File: config.mk
export PLATFORM = sky130hd
export DESIGN_NAME = kbs_scanner
export DESIGN_NICKNAME = d
export VERILOG_FILES = /design/src/shared/kbs_pkg.sv /design/src/rtl/kbs_scanner.sv /design/src/rtl/kbs_interval_timer.sv
export SDC_FILE = /design/constraint.sdc
export NUM_CORES = 1
export LEC_CHECK = 0
export BUFFER_PORTS_ARGS = -buffer_cell sky130_fd_sc_hd__buf_4
export CAP_MARGIN = 20
export CORE_ASPECT_RATIO = 1.75
export CORE_MARGIN = 8
export CORE_UTILIZATION = 40
export CTS_CLUSTER_SIZE = 28
export DETAILED_ROUTE_END_ITERATION = 8
export MAX_ROUTING_LAYER = met4
export PLACE_DENSITY = 0.65
export SKIP_LAST_GASP = 1
export SLEW_MARGIN = 5
export SYNTH_ARGS = -nofsm -noshare
export SYNTH_HDL_FRONTEND = slang
export SYNTH_SLANG_ARGS = --single-unit
File: constraint.sdc
create_clock -name clk -period 3.9 [get_ports clk]
set_clock_uncertainty 0.05 [all_clocks]
set_input_delay 0.195 -clock clk [delete_from_list [all_inputs] [get_ports clk]]
set_output_delay 0.195 -clock clk [all_outputs]
set_load 0.05 [all_outputs]
File: src/shared/kbs_pkg.sv
// Constants and types shared by the keyboard matrix scanner.
// Assumes a 100 MHz clock and a matrix of 8 rows by 16 columns read through a 2:1 column mux.
package kbs_pkg;

    localparam int ROWS = 8;
    localparam int COL_PORT_W = 8;
    localparam int POS_W = 4;
    localparam int CODE_W = 7;
    localparam logic [3:0] LAST_POS = 4'hf;
    localparam logic [7:0] ROW_FIRST = 8'h01;

    localparam int CLK_PERIOD_NS = 10;
    // Scan period and both debounce intervals share this figure and one timer.
    localparam int INTERVAL_MS = 8;
    localparam int INTERVAL_CYC = INTERVAL_MS * 1000000 / CLK_PERIOD_NS;

    localparam int SETTLE_NS = 2000;
    localparam int SETTLE_CYC = (SETTLE_NS + CLK_PERIOD_NS - 1) / CLK_PERIOD_NS;
    localparam logic [7:0] SETTLE_LOAD = 8'(SETTLE_CYC - 1);

    typedef enum logic [2:0] {
        ST_IDLE,
        ST_SCAN,
        ST_EVAL,
        ST_MAKE,
        ST_HELD,
        ST_BREAK
    } kbs_state_t;

    typedef enum logic [1:0] {
        SK_NEW,
        SK_CONFIRM,
        SK_HOLD
    } kbs_kind_t;

endpackage

File: src/rtl/kbs_scanner.sv
// Keyboard matrix scanner: drives rows low one at a time, reads columns through a mux.
// Assumes column lines are pulled up outside and all inputs are synchronous to clk.
//
// Overview of operation
// - Start a complete matrix scan every 8 ms while idle.
// - A single settled key is reported as a code with a one-cycle strobe.
// - After a press is seen, wait 8 ms before confirming the key.
// - While the key is held, no other key is accepted.
// - Release of the held key starts an 8 ms break debounce.
// - After break debounce, return to periodic 8 ms scanning.
// - Each scan samples every row and column intersection.
// - Two or more keys in one scan are discarded; none is reported.
// - Only one row is driven, to zero; other rows are left floating.
// - Columns read through a 2:1 mux; a low column means a closed switch.
`timescale 1ns/10ps
module kbs_scanner #(
    parameter int unsigned TIMEBASE_CYC = kbs_pkg::INTERVAL_CYC
) (
    // Clock and reset
    input wire logic clk,
    input wire logic reset,
    // Row pins, open drain
    input wire logic [7:0] row_in,
    output logic [7:0] row_out,
    output logic [7:0] row_oe,
    // Column mux
    input wire logic [7:0] col_in,
    output logic col_sel,
    // Key events to the terminal controller
    output logic key_valid,
    output logic [6:0] key_code,
    output logic scan_reject,
    output logic key_locked
);

    kbs_pkg::kbs_state_t state;
    kbs_pkg::kbs_state_t next_state;
    kbs_pkg::kbs_kind_t kind;
    kbs_pkg::kbs_kind_t next_kind;
    logic tmr_restart;
    logic tmr_exp;
    logic [3:0] pos;
    logic [3:0] next_pos;
    logic [7:0] settle;
    logic [1:0] hits;
    logic [6:0] first_code;
    logic [6:0] held_code;
    logic held_seen;
    logic [3:0] zeros;
    logic [4:0] hit_sum;
    logic [19:0] dwell;
    logic [7:0] row_echo;

    // Closed switches pull a column low.
    function automatic logic [3:0] count_closed(input logic [7:0] cols);
        logic [3:0] n;
        n = 4'h0;
        for (int i = 0; i < kbs_pkg::COL_PORT_W; i++) begin
            n = n + {3'h0, ~cols[i]};
        end
        return n;
    endfunction

    function automatic logic [2:0] first_closed(input logic [7:0] cols);
        logic [2:0] idx;
        idx = 3'h0;
        for (int i = kbs_pkg::COL_PORT_W - 1; i >= 0; i--) begin
            if (!cols[i]) begin
                idx = 3'(i);
            end
        end
        return idx;
    endfunction

    kbs_interval_timer #(
        .PERIOD_CYC(TIMEBASE_CYC)
    ) u_timer (
        .clk(clk),
        .reset(reset),
        .restart(tmr_restart),
        .expired(tmr_exp)
    );

    always_comb begin
        next_state = state;
        next_kind = kind;
        unique case (state)
            kbs_pkg::ST_IDLE: begin
                if (tmr_exp) begin
                    next_state = kbs_pkg::ST_SCAN;
                    next_kind = kbs_pkg::SK_NEW;
                end
            end
            kbs_pkg::ST_SCAN: begin
                if (settle == 8'h00 && pos == kbs_pkg::LAST_POS) begin
                    next_state = kbs_pkg::ST_EVAL;
                end
            end
            kbs_pkg::ST_EVAL: begin
                unique case (kind)
                    kbs_pkg::SK_NEW: begin
                        // A lone closure arms the make debounce; none or several go back.
                        next_state = (hits == 2'h1) ? kbs_pkg::ST_MAKE : kbs_pkg::ST_IDLE;
                    end
                    kbs_pkg::SK_CONFIRM: begin
                        next_state = held_seen ? kbs_pkg::ST_HELD : kbs_pkg::ST_IDLE;
                    end
                    kbs_pkg::SK_HOLD: begin
                        next_state = held_seen ? kbs_pkg::ST_HELD : kbs_pkg::ST_BREAK;
                    end
                    default: begin
                        next_state = kbs_pkg::ST_IDLE;
                    end
                endcase
            end
            kbs_pkg::ST_MAKE: begin
                if (tmr_exp) begin
                    next_state = kbs_pkg::ST_SCAN;
                    next_kind = kbs_pkg::SK_CONFIRM;
                end
            end
            kbs_pkg::ST_HELD: begin
                if (tmr_exp) begin
                    next_state = kbs_pkg::ST_SCAN;
                    next_kind = kbs_pkg::SK_HOLD;
                end
            end
            kbs_pkg::ST_BREAK: begin
                if (tmr_exp) begin
                    next_state = kbs_pkg::ST_IDLE;
                end
            end
        endcase
    end

    // Debounce intervals are measured from their own start, not from the free-running tick.
    assign tmr_restart = (state == kbs_pkg::ST_EVAL)
        && (next_state == kbs_pkg::ST_MAKE || next_state == kbs_pkg::ST_BREAK);

    assign zeros = count_closed(col_in);
    assign hit_sum = {3'h0, hits} + {1'b0, zeros};
    assign next_pos = pos + 4'h1;

    always_ff @(posedge clk) begin
        if (reset) begin
            state <= kbs_pkg::ST_IDLE;
            kind <= kbs_pkg::SK_NEW;
        end else begin
            state <= next_state;
            kind <= next_kind;
        end
    end

    // Scan sequencer: one row low at a time, two mux halves per row.
    always_ff @(posedge clk) begin
        if (reset) begin
            pos <= 4'h0;
            settle <= 8'h00;
            row_oe <= 8'h00;
            col_sel <= 1'b0;
        end else if (state != kbs_pkg::ST_SCAN && next_state == kbs_pkg::ST_SCAN) begin
            pos <= 4'h0;
            settle <= kbs_pkg::SETTLE_LOAD;
            row_oe <= kbs_pkg::ROW_FIRST;
            col_sel <= 1'b0;
        end else if (state == kbs_pkg::ST_SCAN) begin
            if (settle != 8'h00) begin
                settle <= settle - 8'h01;
            end else if (pos != kbs_pkg::LAST_POS) begin
                pos <= next_pos;
                settle <= kbs_pkg::SETTLE_LOAD;
                row_oe <= kbs_pkg::ROW_FIRST << next_pos[3:1];
                col_sel <= next_pos[0];
            end else begin
                // The mux stays on its last half; the next scan start reselects half 0
                // under a fresh settle, so no column is ever read across a mux change.
                row_oe <= 8'h00;
            end
        end
    end

    // Rows are only ever pulled low; release is by dropping the enable.
    always_ff @(posedge clk) begin
        if (reset) begin
            row_out <= 8'h00;
            row_echo <= 8'h00;
        end else begin
            row_out <= 8'h00;
            row_echo <= row_in;
        end
    end

    // Closure accumulation; the count saturates at two since more adds nothing.
    always_ff @(posedge clk) begin
        if (reset) begin
            hits <= 2'h0;
            first_code <= 7'h00;
            held_seen <= 1'b0;
        end else if (state != kbs_pkg::ST_SCAN && next_state == kbs_pkg::ST_SCAN) begin
            hits <= 2'h0;
            held_seen <= 1'b0;
        end else if (state == kbs_pkg::ST_SCAN && settle == 8'h00) begin
            hits <= (hit_sum >= 5'h02) ? 2'h2 : hit_sum[1:0];
            if (hits == 2'h0 && zeros != 4'h0) begin
                first_code <= {pos, first_closed(col_in)};
            end
            if (pos == held_code[6:3] && !col_in[held_code[2:0]]) begin
                held_seen <= 1'b1;
            end
        end
    end

    // Key reporting: a key is reported once, after its make debounce confirms it alone.
    always_ff @(posedge clk) begin
        if (reset) begin
            held_code <= 7'h00;
            key_code <= 7'h00;
            key_valid <= 1'b0;
            scan_reject <= 1'b0;
            key_locked <= 1'b0;
        end else begin
            key_valid <= 1'b0;
            scan_reject <= 1'b0;
            // The lock also spans the confirm and hold scans, not only the waits between
            // them, so the controller sees one unbroken span from press to end of break.
            key_locked <= (next_state == kbs_pkg::ST_MAKE) || (next_state == kbs_pkg::ST_HELD)
                || (next_state == kbs_pkg::ST_BREAK)
                || ((next_state == kbs_pkg::ST_SCAN || next_state == kbs_pkg::ST_EVAL)
                && next_kind != kbs_pkg::SK_NEW);
            if (state == kbs_pkg::ST_EVAL) begin
                if (kind == kbs_pkg::SK_NEW && hits == 2'h1) begin
                    held_code <= first_code;
                end
                if (kind != kbs_pkg::SK_HOLD && hits == 2'h2) begin
                    scan_reject <= 1'b1;
                end
                if (kind == kbs_pkg::SK_CONFIRM && held_seen && hits == 2'h1) begin
                    key_valid <= 1'b1;
                    key_code <= held_code;
                end
            end
        end
    end

    // Time spent in the current state; read only by the checks below.
    always_ff @(posedge clk) begin
        if (reset || state != next_state) begin
            dwell <= 20'h00000;
        end else begin
            dwell <= dwell + 20'h00001;
        end
    end
endmodule

File: src/rtl/kbs_interval_timer.sv
// Free-running interval timer that gives a one-cycle pulse at the end of each period.
// Assumes restart is a one-cycle request from the scanner; it realigns the period.
`timescale 1ns/10ps
module kbs_interval_timer #(
    parameter int unsigned PERIOD_CYC = 800000
) (
    // Clock and reset
    input wire logic clk,
    input wire logic reset,
    // Control
    input wire logic restart,
    output logic expired
);

    localparam int CNT_W = $clog2(PERIOD_CYC + 1);
    localparam logic [CNT_W-1:0] CNT_LAST = CNT_W'(PERIOD_CYC - 1);

    logic [CNT_W-1:0] count;

    always_ff @(posedge clk) begin
        if (reset || restart) begin
            count <= '0;
            expired <= 1'b0;
        end else if (count == CNT_LAST) begin
            count <= '0;
            expired <= 1'b1;
        end else begin
            count <= count + 1'b1;
            expired <= 1'b0;
        end
    end

endmodule

==> results of run 1 <==
==> routing by layer <==
metal / part of all wire [%] / global-route usage (%) / vias to the layer above / routed length (µm)
met2: 53 / 21.7 / 47 / 3920
met3: 2.9 / 2.80 / 11 / 219
met1: 42 / 14.0 / 1375 / 3150
met5: 0 / - / - / 0
met4: 2.1 / 6.19 / 0 / 157
li1: - / - / 1463 / -
==> through the flow <==
step	total power (µW)	hold WS, ps	util (%)
after floorplan	881	289	-
after global placement	901	393	43.8
after detailed placement	906	398	43.8
after CTS	1660	102	46.8
after global routing	1710	136	46.8
final	1640	109	46.8
==> layout make-up <==
type | instances | area [µm²]
fillers | 907 | 4810
multi-input cells | 299 | 2050
flip-flops and latches | 73 | 1460
clock buffers | 10 | 229
repair buffers | 28 | 210
well taps | 120 | 150
inverters | 22 | 82.6
clock inverters | 6 | 42.5
==> report_power, final <==
part	leakage [µW]	total (µW)	switching, µW	internal, µW
Clock	0.000129	750	318	432
Sequential	0.000588	751	2.77	748
Combinational	0.000942	138	87.8	49.8
==> critical path: cells and delay by family <==
family,cells,cell delay (ps)
buffers and inverters,3,230
muxes,1,120
adders and majority gates,6,2580
and+or+nand+nor,2,350
AOI/OAI and AO/OA,2,370
==> kinds of logic (layout without fill, tap and decap cells) <==
family	after synthesis	in the layout	synth area share, %
simple gates	158	158	22.2
flops	73	73	39.4
compound gates	64	64	12.1
buf+inv	49	66	6.07
xor+xnor	31	31	7.32
mux	25	25	7.45
fa+ha+maj	13	13	5.40
other cells	1	8	0.101
==> sequential cells by signal, indices dropped and copies added, names as in the netlist, 3 cells and up <==
| name | flops |
|---|---|
| key_code | 7 |
| row_oe | 8 |
| first_code | 7 |
| pos | 4 |
| u_timer.count | 20 |
| held_code | 7 |
| state | 3 |
| settle | 8 |
==> cell usage in the layout, fill, tap and decap left out, drive strengths merged, types with 4 or more instances in the layout <==
| cell type | count |
|---|---|
| a21oi | 15 |
| nor2 | 68 |
| nand3 | 11 |
| nor2b | 7 |
| o21ai | 14 |
| nor3 | 11 |
| mux2i | 22 |
| conb | 8 |
| buf | 28 |
| nand4 | 6 |
| xnor2 | 16 |
| xor2 | 15 |
| nand2b | 5 |
| clkbuf | 10 |
| nor4 | 8 |
| nor3b | 4 |
| a22oi | 7 |
| ha | 8 |
| fa | 5 |
| nand2 | 19 |
| and3 | 6 |
| dfxtp | 73 |
| inv | 24 |
==> worst max-delay path by stage <==
| stage | startpoint | to | slack [ps] | cells after the start |
|---|---|---|---|---|
| 2_1_floorplan | col_in[0] | hits[0]$_SDFFE_PP0P_ | 330 | 13 |
| 3_3_place_gp | col_in[0] | hits[0]$_SDFFE_PP0P_ | 90 | 14 |
| 3_5_place_dp | col_in[0] | hits[0]$_SDFFE_PP0P_ | -100 | 14 |
| 4_1_cts | col_in[0] | hits[0]$_SDFFE_PP0P_ | 260 | 14 |
| 5_1_grt | col_in[0] | hits[0]$_SDFFE_PP0P_ | 0.7 | 14 |
| 6_report | col_in[0] | hits[0]$_SDFFE_PP0P_ | 260 | 14 |
==> results.md, run 1 <==
* Wire per inst at approximately 13 µm
* Drt first-iter violations at 258
* Number of global-route vias before repair at 2756
* Register area share after synthesis at between 30 and 40%
* Residual DRC at 0
* Synth area leader: dfxtp_1
* CP max stage cell: fa_1
* Setup crit end kind: flop
* Worst hold start: col_in[0]
* Core Box Area at 9040 µm²
* Tightest Pin Transition at roughly 650 ps
* Cell area after layout at roughly 4200 µm²
* Root buf cell: clkbuf_16
* Worst path max stage delay at around 530 ps
* Critical Path AT at 3850 ps
* Placed cell count at 542
* Hold Path End: first_code[0]$_SDFFE_PP0P_
* Hold buffer count at CTS at 0
* CTS tree: yes
* Quantity of I/O buffers inserted on ports at 28
* 1st-pass router iterations at 4
* Slew Viols, Final at 0
* Setup Fix Bufs, Post-CTS at 0
* Die W at 88.8 µm
* RSZ-0062 raised after global routing: false
* Reg-to-Reg End: row_oe[1]$_SDFFE_PP0P_
* Area grow syn2layout at 13.9%
* Launching element type of the critical path: primary input
* Slew HR at roughly 57%
* PD cells at 388 nW/µm²
* Max Clk Rate at 275 MHz
* Critical path required time at 4110 ps
* Mean post-synth cell area at approximately 9 µm²
* Post-synth EDFFs at 0
* Area post-placement at 3950 µm²
* Final hold vios at 0
* Number of cells on the worst hold path at 3
* Vias per std cell at 5.19
* Post-route ant nets at 0
* Top FF cell, synth: dfxtp_1
* Mapped Cells at 414
* Top cells by area, synth: dfxtp_1 (39%), nor2_1 (6.7%), mux2i_1 (5.9%)
* CP dominant cell by count: fa_1
* Setup TNS at 0 ps
* Non-Filler Instances at ~560
* Netlist cell types at 62
* CTS Buf Count at 9
* Hold WC Path Type: primary input to flop
* H-Tree Depth at 3
* Reg2reg start: state[0]$_SDFF_PP0_
* Synthesized cell area at 3710 µm²
* Worst R2R Setup Slack at 1520 ps
* Initial antenna violation count at 0
* First-pass GRT wire length at 12.6 mm
* HPWL after DPL at approximately 5.5 mm
* GRT Resource Usage Total at 13.0%
* Most common cell in the synthesized netlist: dfxtp_1
* Die area at 12700 µm²
* Die span in y at 143 µm
* Placer congestion estimate at 0.757
* Clock Latency Late Sink at 330 ps
* Final worst slack at 261 ps
* Num rows at 46
* Leakage at roughly 0.0017 µW
* GR Overflow Total at 0
* Yosys Warn Count at 0
* Post-layout min period at ~3600 ps
* Clk slew on worst S/H paths at 60 ps
* Synth top area share at 39.4%
* Via count at 2896
* Synth Register Bits at 73
* Clock Path Buffers at 2
* NumNets Final at 464
* Largest net degree at the start of global routing at 39
* Ports at 45
* Fraction of registers with async set/reset at 0%
* Setup violators final at 0
* Peak VDD IR at ~0.29 mV
* Initial Util at 41.1%
* Max cap viols at 0
* Post-CTS Resized at 0
* Tcrit/Tclk final at 93.3%
* Fraction of layout cells with a size suffix above 1 at around 14%
* Sink Count at 73
* Crit Path Category: primary input to flop
* Cell count of the worst reg-to-reg path at 5
* Ant diodes at 0
* Final WL at 7.45 mm
* Run status: complete, no violations
* CP cell instances: buf_4, fa_1, inv_1, fa_1, fa_1, ha_1, inv_1, fa_1, fa_1, a211oi_1, mux2i_1, nor3_1, a22oi_1, nor2_1
* Synth top cells by count: dfxtp_1 (73), nor2_1 (66), inv_1 (22), mux2i_1 (22), nand2_1 (19)
* CP Max Fanout at 5
* Worst Setup Slack post-DPL at -103 ps
Note: power is estimated with default switching activity, not from simulation.
==> run 2, diff against run 1 <==
--- a/config.mk
+++ b/config.mk
@@ -14,6 +14,7 @@
 export DETAILED_ROUTE_END_ITERATION = 8
 export MAX_ROUTING_LAYER = met4
 export PLACE_DENSITY = 0.65
+export REMOVE_ABC_BUFFERS = 1
 export SKIP_LAST_GASP = 1
 export SLEW_MARGIN = 5
 export SYNTH_ARGS = -nofsm -noshare
==> run 2 against run 1 <==
Effect of this change: cell count is 0.18% higher; global-route usage is 0.55 points higher; total power grew 6.4%; critical path type unchanged; largest cell class unchanged; highest routed layer unchanged.
==> results.md, run 2 (synthesized netlist as in run 1, its figures left out) <==
* Commonest cells after routing, fill and taps aside: dfxtp_1 (73), nor2_1 (66), buf_4 (29), inv_1 (22), mux2i_1 (22)
* Pwr Total at 1740 µW
* Reg-to-Reg End: first_code[1]$_SDFFE_PP0P_
* Largest register FFs at 20
* Clock Latency Late Sink at 330 ps
* Quantity of I/O buffers inserted on ports at 28
* Area post-placement at 3960 µm²
* Num rows at 46
* First-pass GRT wire length at 13.2 mm
* Final WL at 7.88 mm
* Largest registers: u_timer.count x20, row_oe x8, settle x8
* Placed cell count at between 500 and 600
* Peak VDD IR at 0.365 mV
* Slew HR at 49.8%
* Critical path origin: col_in[0]
* Slew Viols, Final at 0
* Clock Path Buffers at 2
* Sink Count at 73
* Hold buffer count at CTS at 0
* Reg2reg start: state[0]$_SDFF_PP0_
* Launching element type of the critical path: primary input
* Critical path required time at 4110 ps
* Root buf cell: clkbuf_16
* CP dominant cell by count: fa_1
* Commonest non-fill, non-tap cell in the layout: dfxtp_1
* CTS tree: yes
* CTS Buf Count at 9
* Post-CTS Resized at 0
* 1st-pass router iterations at 4
* Die W at 88.8 µm
* CP cell instances: buf_4, fa_1, inv_1, fa_1, fa_1, ha_1, inv_1, fa_1, fa_1, a211oi_1, mux2i_1, nor3_1, a22oi_1, nor2_1
* Crit Path Category: primary input to flop
* Initial Util at 41.1%
* GRT Resource Usage Total at 13.5%
* Fraction of layout cells with a size suffix above 1 at between 10% and 20%
* Post-layout min period at about 3600 ps
* Ports at 45
* Via count at approximately 3000
* Setup violators final at 0
* Core Box Area at between 9000 and 10000 µm²
* Buf+Inv Stages, Crit Path at 3
* Worst R2R Setup Slack at 1470 ps
* Die area at 12700 µm²
* PD cells at 408 nW/µm²
* Number of cells on the worst hold path at 3
* Cell count of the worst reg-to-reg path at 5
* Wire per inst at 14.1 µm
* H-Tree Depth at 3
* Post-route ant nets at 0
* CP Max Fanout at 3
* Run status: complete, no violations
* Cell area after layout at 4270 µm²
* Tightest Pin Transition at 754 ps
* CP max stage cell: fa_1
* Ant diodes at 0
* Leakage at 0.00168 µW
* Residual DRC at 0
* Clk slew on worst S/H paths at roughly 60 ps
* Setup Fix Bufs, Post-CTS at 0
* Non-Filler Instances at 559
* Drt first-iter violations at 151
* Hold Path End: first_code[1]$_SDFFE_PP0P_
* Setup crit end kind: flop
* Hold WC Path Type: primary input to flop
* Tcrit/Tclk final at 92.2%
* Register name with the most flops: u_timer.count
* Vias per std cell at ~5.3
* Critical Path AT at 3810 ps
* HPWL after DPL at approximately 5.9 mm
* Initial antenna violation count at 0
* Worst path max stage delay at 530 ps
* Worst hold start: col_in[2]
* Worst path top cell family by delay: adder cells
* Max Clk Rate at 278 MHz
* Final hold vios at 0
* Area grow syn2layout at 15.2%
* Number of global-route vias before repair at 2934
* RSZ-0062 raised after global routing: false
* Placer congestion estimate at 0.820
* Largest net degree at the start of global routing at 39
* Max cap viols at 0
* Die span in y at 143 µm
* GR Overflow Total at 0
* NumNets Final at 465
[run 2: cell count changes in the layout (fill, tap and decap cells not counted)]
cell / before / now
buf_4: 28 / 29
bufinv_16: 0 / 1
clkbuf_1: 1 / 0
clkinv_2: 2 / 0
clkinv_4: 0 / 2
clkinvlp_4: 2 / 1
inv_6: 2 / 1
inv_8: 0 / 2
[run 2: worst max path at each step]
stage                                      end  slack, ps  depth (start not counted)
after floorplan           hits[0]$_SDFFE_PP0P_        330                         13
after CTS                 hits[0]$_SDFFE_PP0P_        290                         14
after global placement    hits[0]$_SDFFE_PP0P_         80                         14
final                     hits[0]$_SDFFE_PP0P_        300                         14
after global routing      hits[0]$_SDFFE_PP0P_        120                         14
after detailed placement  hits[0]$_SDFFE_PP0P_        -30                         14
[run 2: metal layers]
metal	track usage, %	up-vias	routed length [µm]
met5	-	-	0
met4	6.37	0	141
met3	2.75	10	193
met2	24.4	37	4430
met1	13.2	1430	3110
li1	-	1463	-
[run 2: stage by stage]
stage	worst slack (ps)	setup TNS, ps	utilization [%]	hold slack, ps
after CTS	288	0	47.3	191
after floorplan	326	0	-	207
final	304	0	47.3	199
after global placement	76.9	0	43.8	390
after detailed placement	-29.8	-29.8	43.8	404
after global routing	123	0	47.3	208
[run 2: cell type report]
| type | count | area [µm²] |
|---|---|---|
| Timing Repair Buffer | 29 | 218 |
| Inverter | 22 | 82.6 |
| Tap cell | 120 | 150 |
| Sequential cell | 73 | 1460 |
| Multi-Input combinational cell | 299 | 2050 |
| Fill cell | 881 | 4760 |
| Clock inverter | 7 | 86.3 |
| Clock buffer | 9 | 225 |
[run 2: where the power goes]
group / total [µW] / switching (µW) / internal (µW)
clock network: 850 / 342 / 508
logic: 141 / 90.9 / 50.6
registers: 751 / 2.96 / 748
[run 2: worst register-to-register path, cell delays in order (launching register included)]
cell	delay, ps
dfxtp_1	540
or3b_2	600
nor4_4	450
o211ai_4	250
a311o_1	350
a21oi_2	120
==> run 3, diff against run 2 <==
--- a/config.mk
+++ b/config.mk
@@ -19,4 +19,5 @@
 export SLEW_MARGIN = 5
 export SYNTH_ARGS = -nofsm -noshare
 export SYNTH_HDL_FRONTEND = slang
+export SYNTH_HIERARCHICAL = 1
 export SYNTH_SLANG_ARGS = --single-unit
==> run 3 against run 2 <==
Effect of this change: total power grew 1.9%; die area grew 2.4%; sequential share of layout area shrank 0.93 points; sequential cell count is the same; worst setup slack gained 120 ps; non-clock buffer count grew 2; via count grew 1.2%; critical path type unchanged; largest power group unchanged.
==> results.md, run 3 <==
* NumNets Final at 472
* Die span in y at roughly 150 µm
* CP Max Fanout at 5
* Critical path origin: col_in[0]
* Setup TNS at 0 ps
* Netlist cell types at 66
* Number of cells on the worst hold path at 2
* RSZ-0062 raised after global routing: false
* Fraction of registers with async set/reset at 0%
* Residual DRC at 0
* Combinational share of power at 8.5%
* Pwr Total at 1780 µW
* Max Clk Rate at ~290 MHz
* Area grow syn2layout at 15.1%
* Synth area leader: dfxtp_1
* Initial antenna violation count at 0
* CP max stage cell: fa_1
* Synthesized cell area at about 3800 µm²
* Placer congestion estimate at between 0.8 and 0.9
* CTS tree: yes
* Tcrit/Tclk final at approximately nine tenths
* Sw Share at between 20% and 30%
* Reg power frac at 42.3%
* 1st-pass router iterations at 4
* Mapped Cells at 416
* Ant diodes at 0
* Post-route ant nets at 0
* Root buf cell: clkbuf_16
* Final hold vios at 0
* Crit Path Category: primary input to flop
* Reg2reg start: pos[0]$_SDFFE_PP0P_
* Register name with the most flops: u_timer/count
* Launching element type of the critical path: primary input
* GR Overflow Total at 0
* Setup Fix Bufs, Post-CTS at 0
* Via count at a little under 3000
* Hold Path End: first_code[0]$_SDFFE_PP0P_
* Worst hold start: col_in[0]
* Critical Path AT at around 3600 ps
* H-Tree Depth at 3
* Drt first-iter violations at around 120
* Tightest Pin Transition at just under 600 ps
* Hold buffer count at CTS at 0
* CTS Buf Count at 9
* Register area share after synthesis at between 30% and 40%
* Largest net degree at the start of global routing at 40
* CP cell instances: buf_4, fa_1, inv_1, fa_1, fa_1, ha_1, inv_1, fa_1, fa_1, a211oi_1, mux2_2, a31oi_1, a21oi_1, nor2_1
* Ports at 45
* Hold WC Path Type: primary input to flop
* Worst R2R Setup Slack at 1400 ps
* Post-synth EDFFs at 0
* Die W at 89.8 µm
* Leakage at ~0.0018 µW
* Clock power frac at about 49%
* Peak VDD IR at 0.281 mV
* Setup violators final at 0
* Worst path max stage delay at ~530 ps
* Slew HR at 60.8%
* Clock Latency Late Sink at 340 ps
* Setup crit end kind: flop
* Run status: complete, no violations
* Mean post-synth cell area at approximately 9.2 µm²
* Internal at 1360 µW
* Critical path required time at 4050 ps
* HPWL after DPL at about 6.1 mm
* Core Box Area at 9350 µm²
* Synth top cells by count: dfxtp_1 (73), nor2_1 (58), mux2i_1 (23), inv_1 (20), nand2_1 (20)
* Clk slew on worst S/H paths at 60 ps
* Largest registers: u_timer/count x20, row_oe x8, settle x8
* Sink Count at 73
* Largest register FFs at 20
* Top cells by area, synth: dfxtp_1 (38%), mux2i_1 (6.0%), nor2_1 (5.7%)
* Reg-to-Reg End: pos[3]$_SDFFE_PP0P_
* Cell count of the worst reg-to-reg path at 6
* CP dominant cell by count: fa_1
* Switch Pwr at 411 µW
* Commonest non-fill, non-tap cell in the layout: dfxtp_1
* Initial Util at between 40% and 50%
* Post-layout min period at 3480 ps
* Post-CTS Resized at 0
* Top FF cell, synth: dfxtp_1
* Synth Register Bits at 73
* First-pass GRT wire length at 13.9 mm
* Most common cell in the synthesized netlist: dfxtp_1
* Synth top area share at 38.3%
* Clock Path Buffers at 2
* Max cap viols at 0
* Quantity of I/O buffers inserted on ports at 28
* Fraction of layout cells with a size suffix above 1 at 15.5%
* Yosys Warn Count at 6
* Slew Viols, Final at 0
* Die area at 13000 µm²
* Commonest cells after routing, fill and taps aside: dfxtp_1 (73), nor2_1 (58), buf_4 (31), mux2i_1 (23)
* Vias per std cell at 5.24
* PD cells at 404 nW/µm²
* Num rows at 47
* Number of global-route vias before repair at 3044
* Wire per inst at 14.5 µm
* GRT Resource Usage Total at 13.4%
* Final WL at roughly 8.2 mm
run 3: final cells by class:
class                   instances  area, µm²
multi-input cells             306       2150
well taps                     122        153
fillers                       894       4960
inverters                      20       75.1
flip-flops and latches         73       1460
clock buffers                   9        225
repair buffers                 31        233
clock inverters                 7       92.6
run 3: worst max path at each step:
| stage | end | cells past startpoint | slack, ps |
|---|---|---|---|
| after floorplan | first_code[0]$_SDFFE_PP0P_ | 12 | 330 |
| after global placement | hits[1]$_SDFFE_PP0P_ | 14 | 90 |
| after detailed placement | hits[1]$_SDFFE_PP0P_ | 14 | 70 |
| after CTS | hits[1]$_SDFFE_PP0P_ | 14 | 420 |
| after global routing | hits[1]$_SDFFE_PP0P_ | 15 | 210 |
| final | hits[1]$_SDFFE_PP0P_ | 14 | 420 |
run 3: cell families (layout without fill, tap and decap cells):
logic type | Yosys count | in the layout | share of synthesized area [%]
flops | 73 | 73 | 38.3
xor+xnor | 29 | 29 | 6.66
fa+ha+maj | 13 | 13 | 5.25
mux | 26 | 26 | 7.51
simple gates | 170 | 170 | 24.6
compound gates | 60 | 60 | 11.6
buf+inv | 44 | 67 | 5.97
other cells | 1 | 8 | 0.0983
run 3: worst max-delay path, delay by kind of cell:
| kind | cells | cell delay [ps] |
|---|---|---|
| muxes | 1 | 190 |
| AOI/OAI and AO/OA | 3 | 410 |
| buffers and inverters | 3 | 240 |
| adders and majority gates | 6 | 2540 |
| and+or+nand+nor | 1 | 60 |
run 3: power by group through the flow:
stage	sequential [µW]	clock [µW]	combinational (µW)
floorplan	767	0	110
global placement	768	0	147
detailed placement	768	0	151
CTS	751	893	152
global route	751	922	172
finish	752	874	151
run 3: through the flow:
stage	utilization [%]	hold slack, ps	cell area, µm²	cells	worst slack [ps]
global route	47.0	109	4390	568	207
finish	47.0	101	4390	568	420
detailed placement	43.6	399	4070	552	73.5
CTS	47.0	93.7	4390	568	420
floorplan	-	214	3690	399	327
global placement	43.6	388	4070	552	89.0
run 3: per-layer routing:
metal	wire length, µm	GRT usage, %
met1	3110	11.9
met2	4530	24.8
met3	217	2.17
met4	344	9.89
met5	0	-
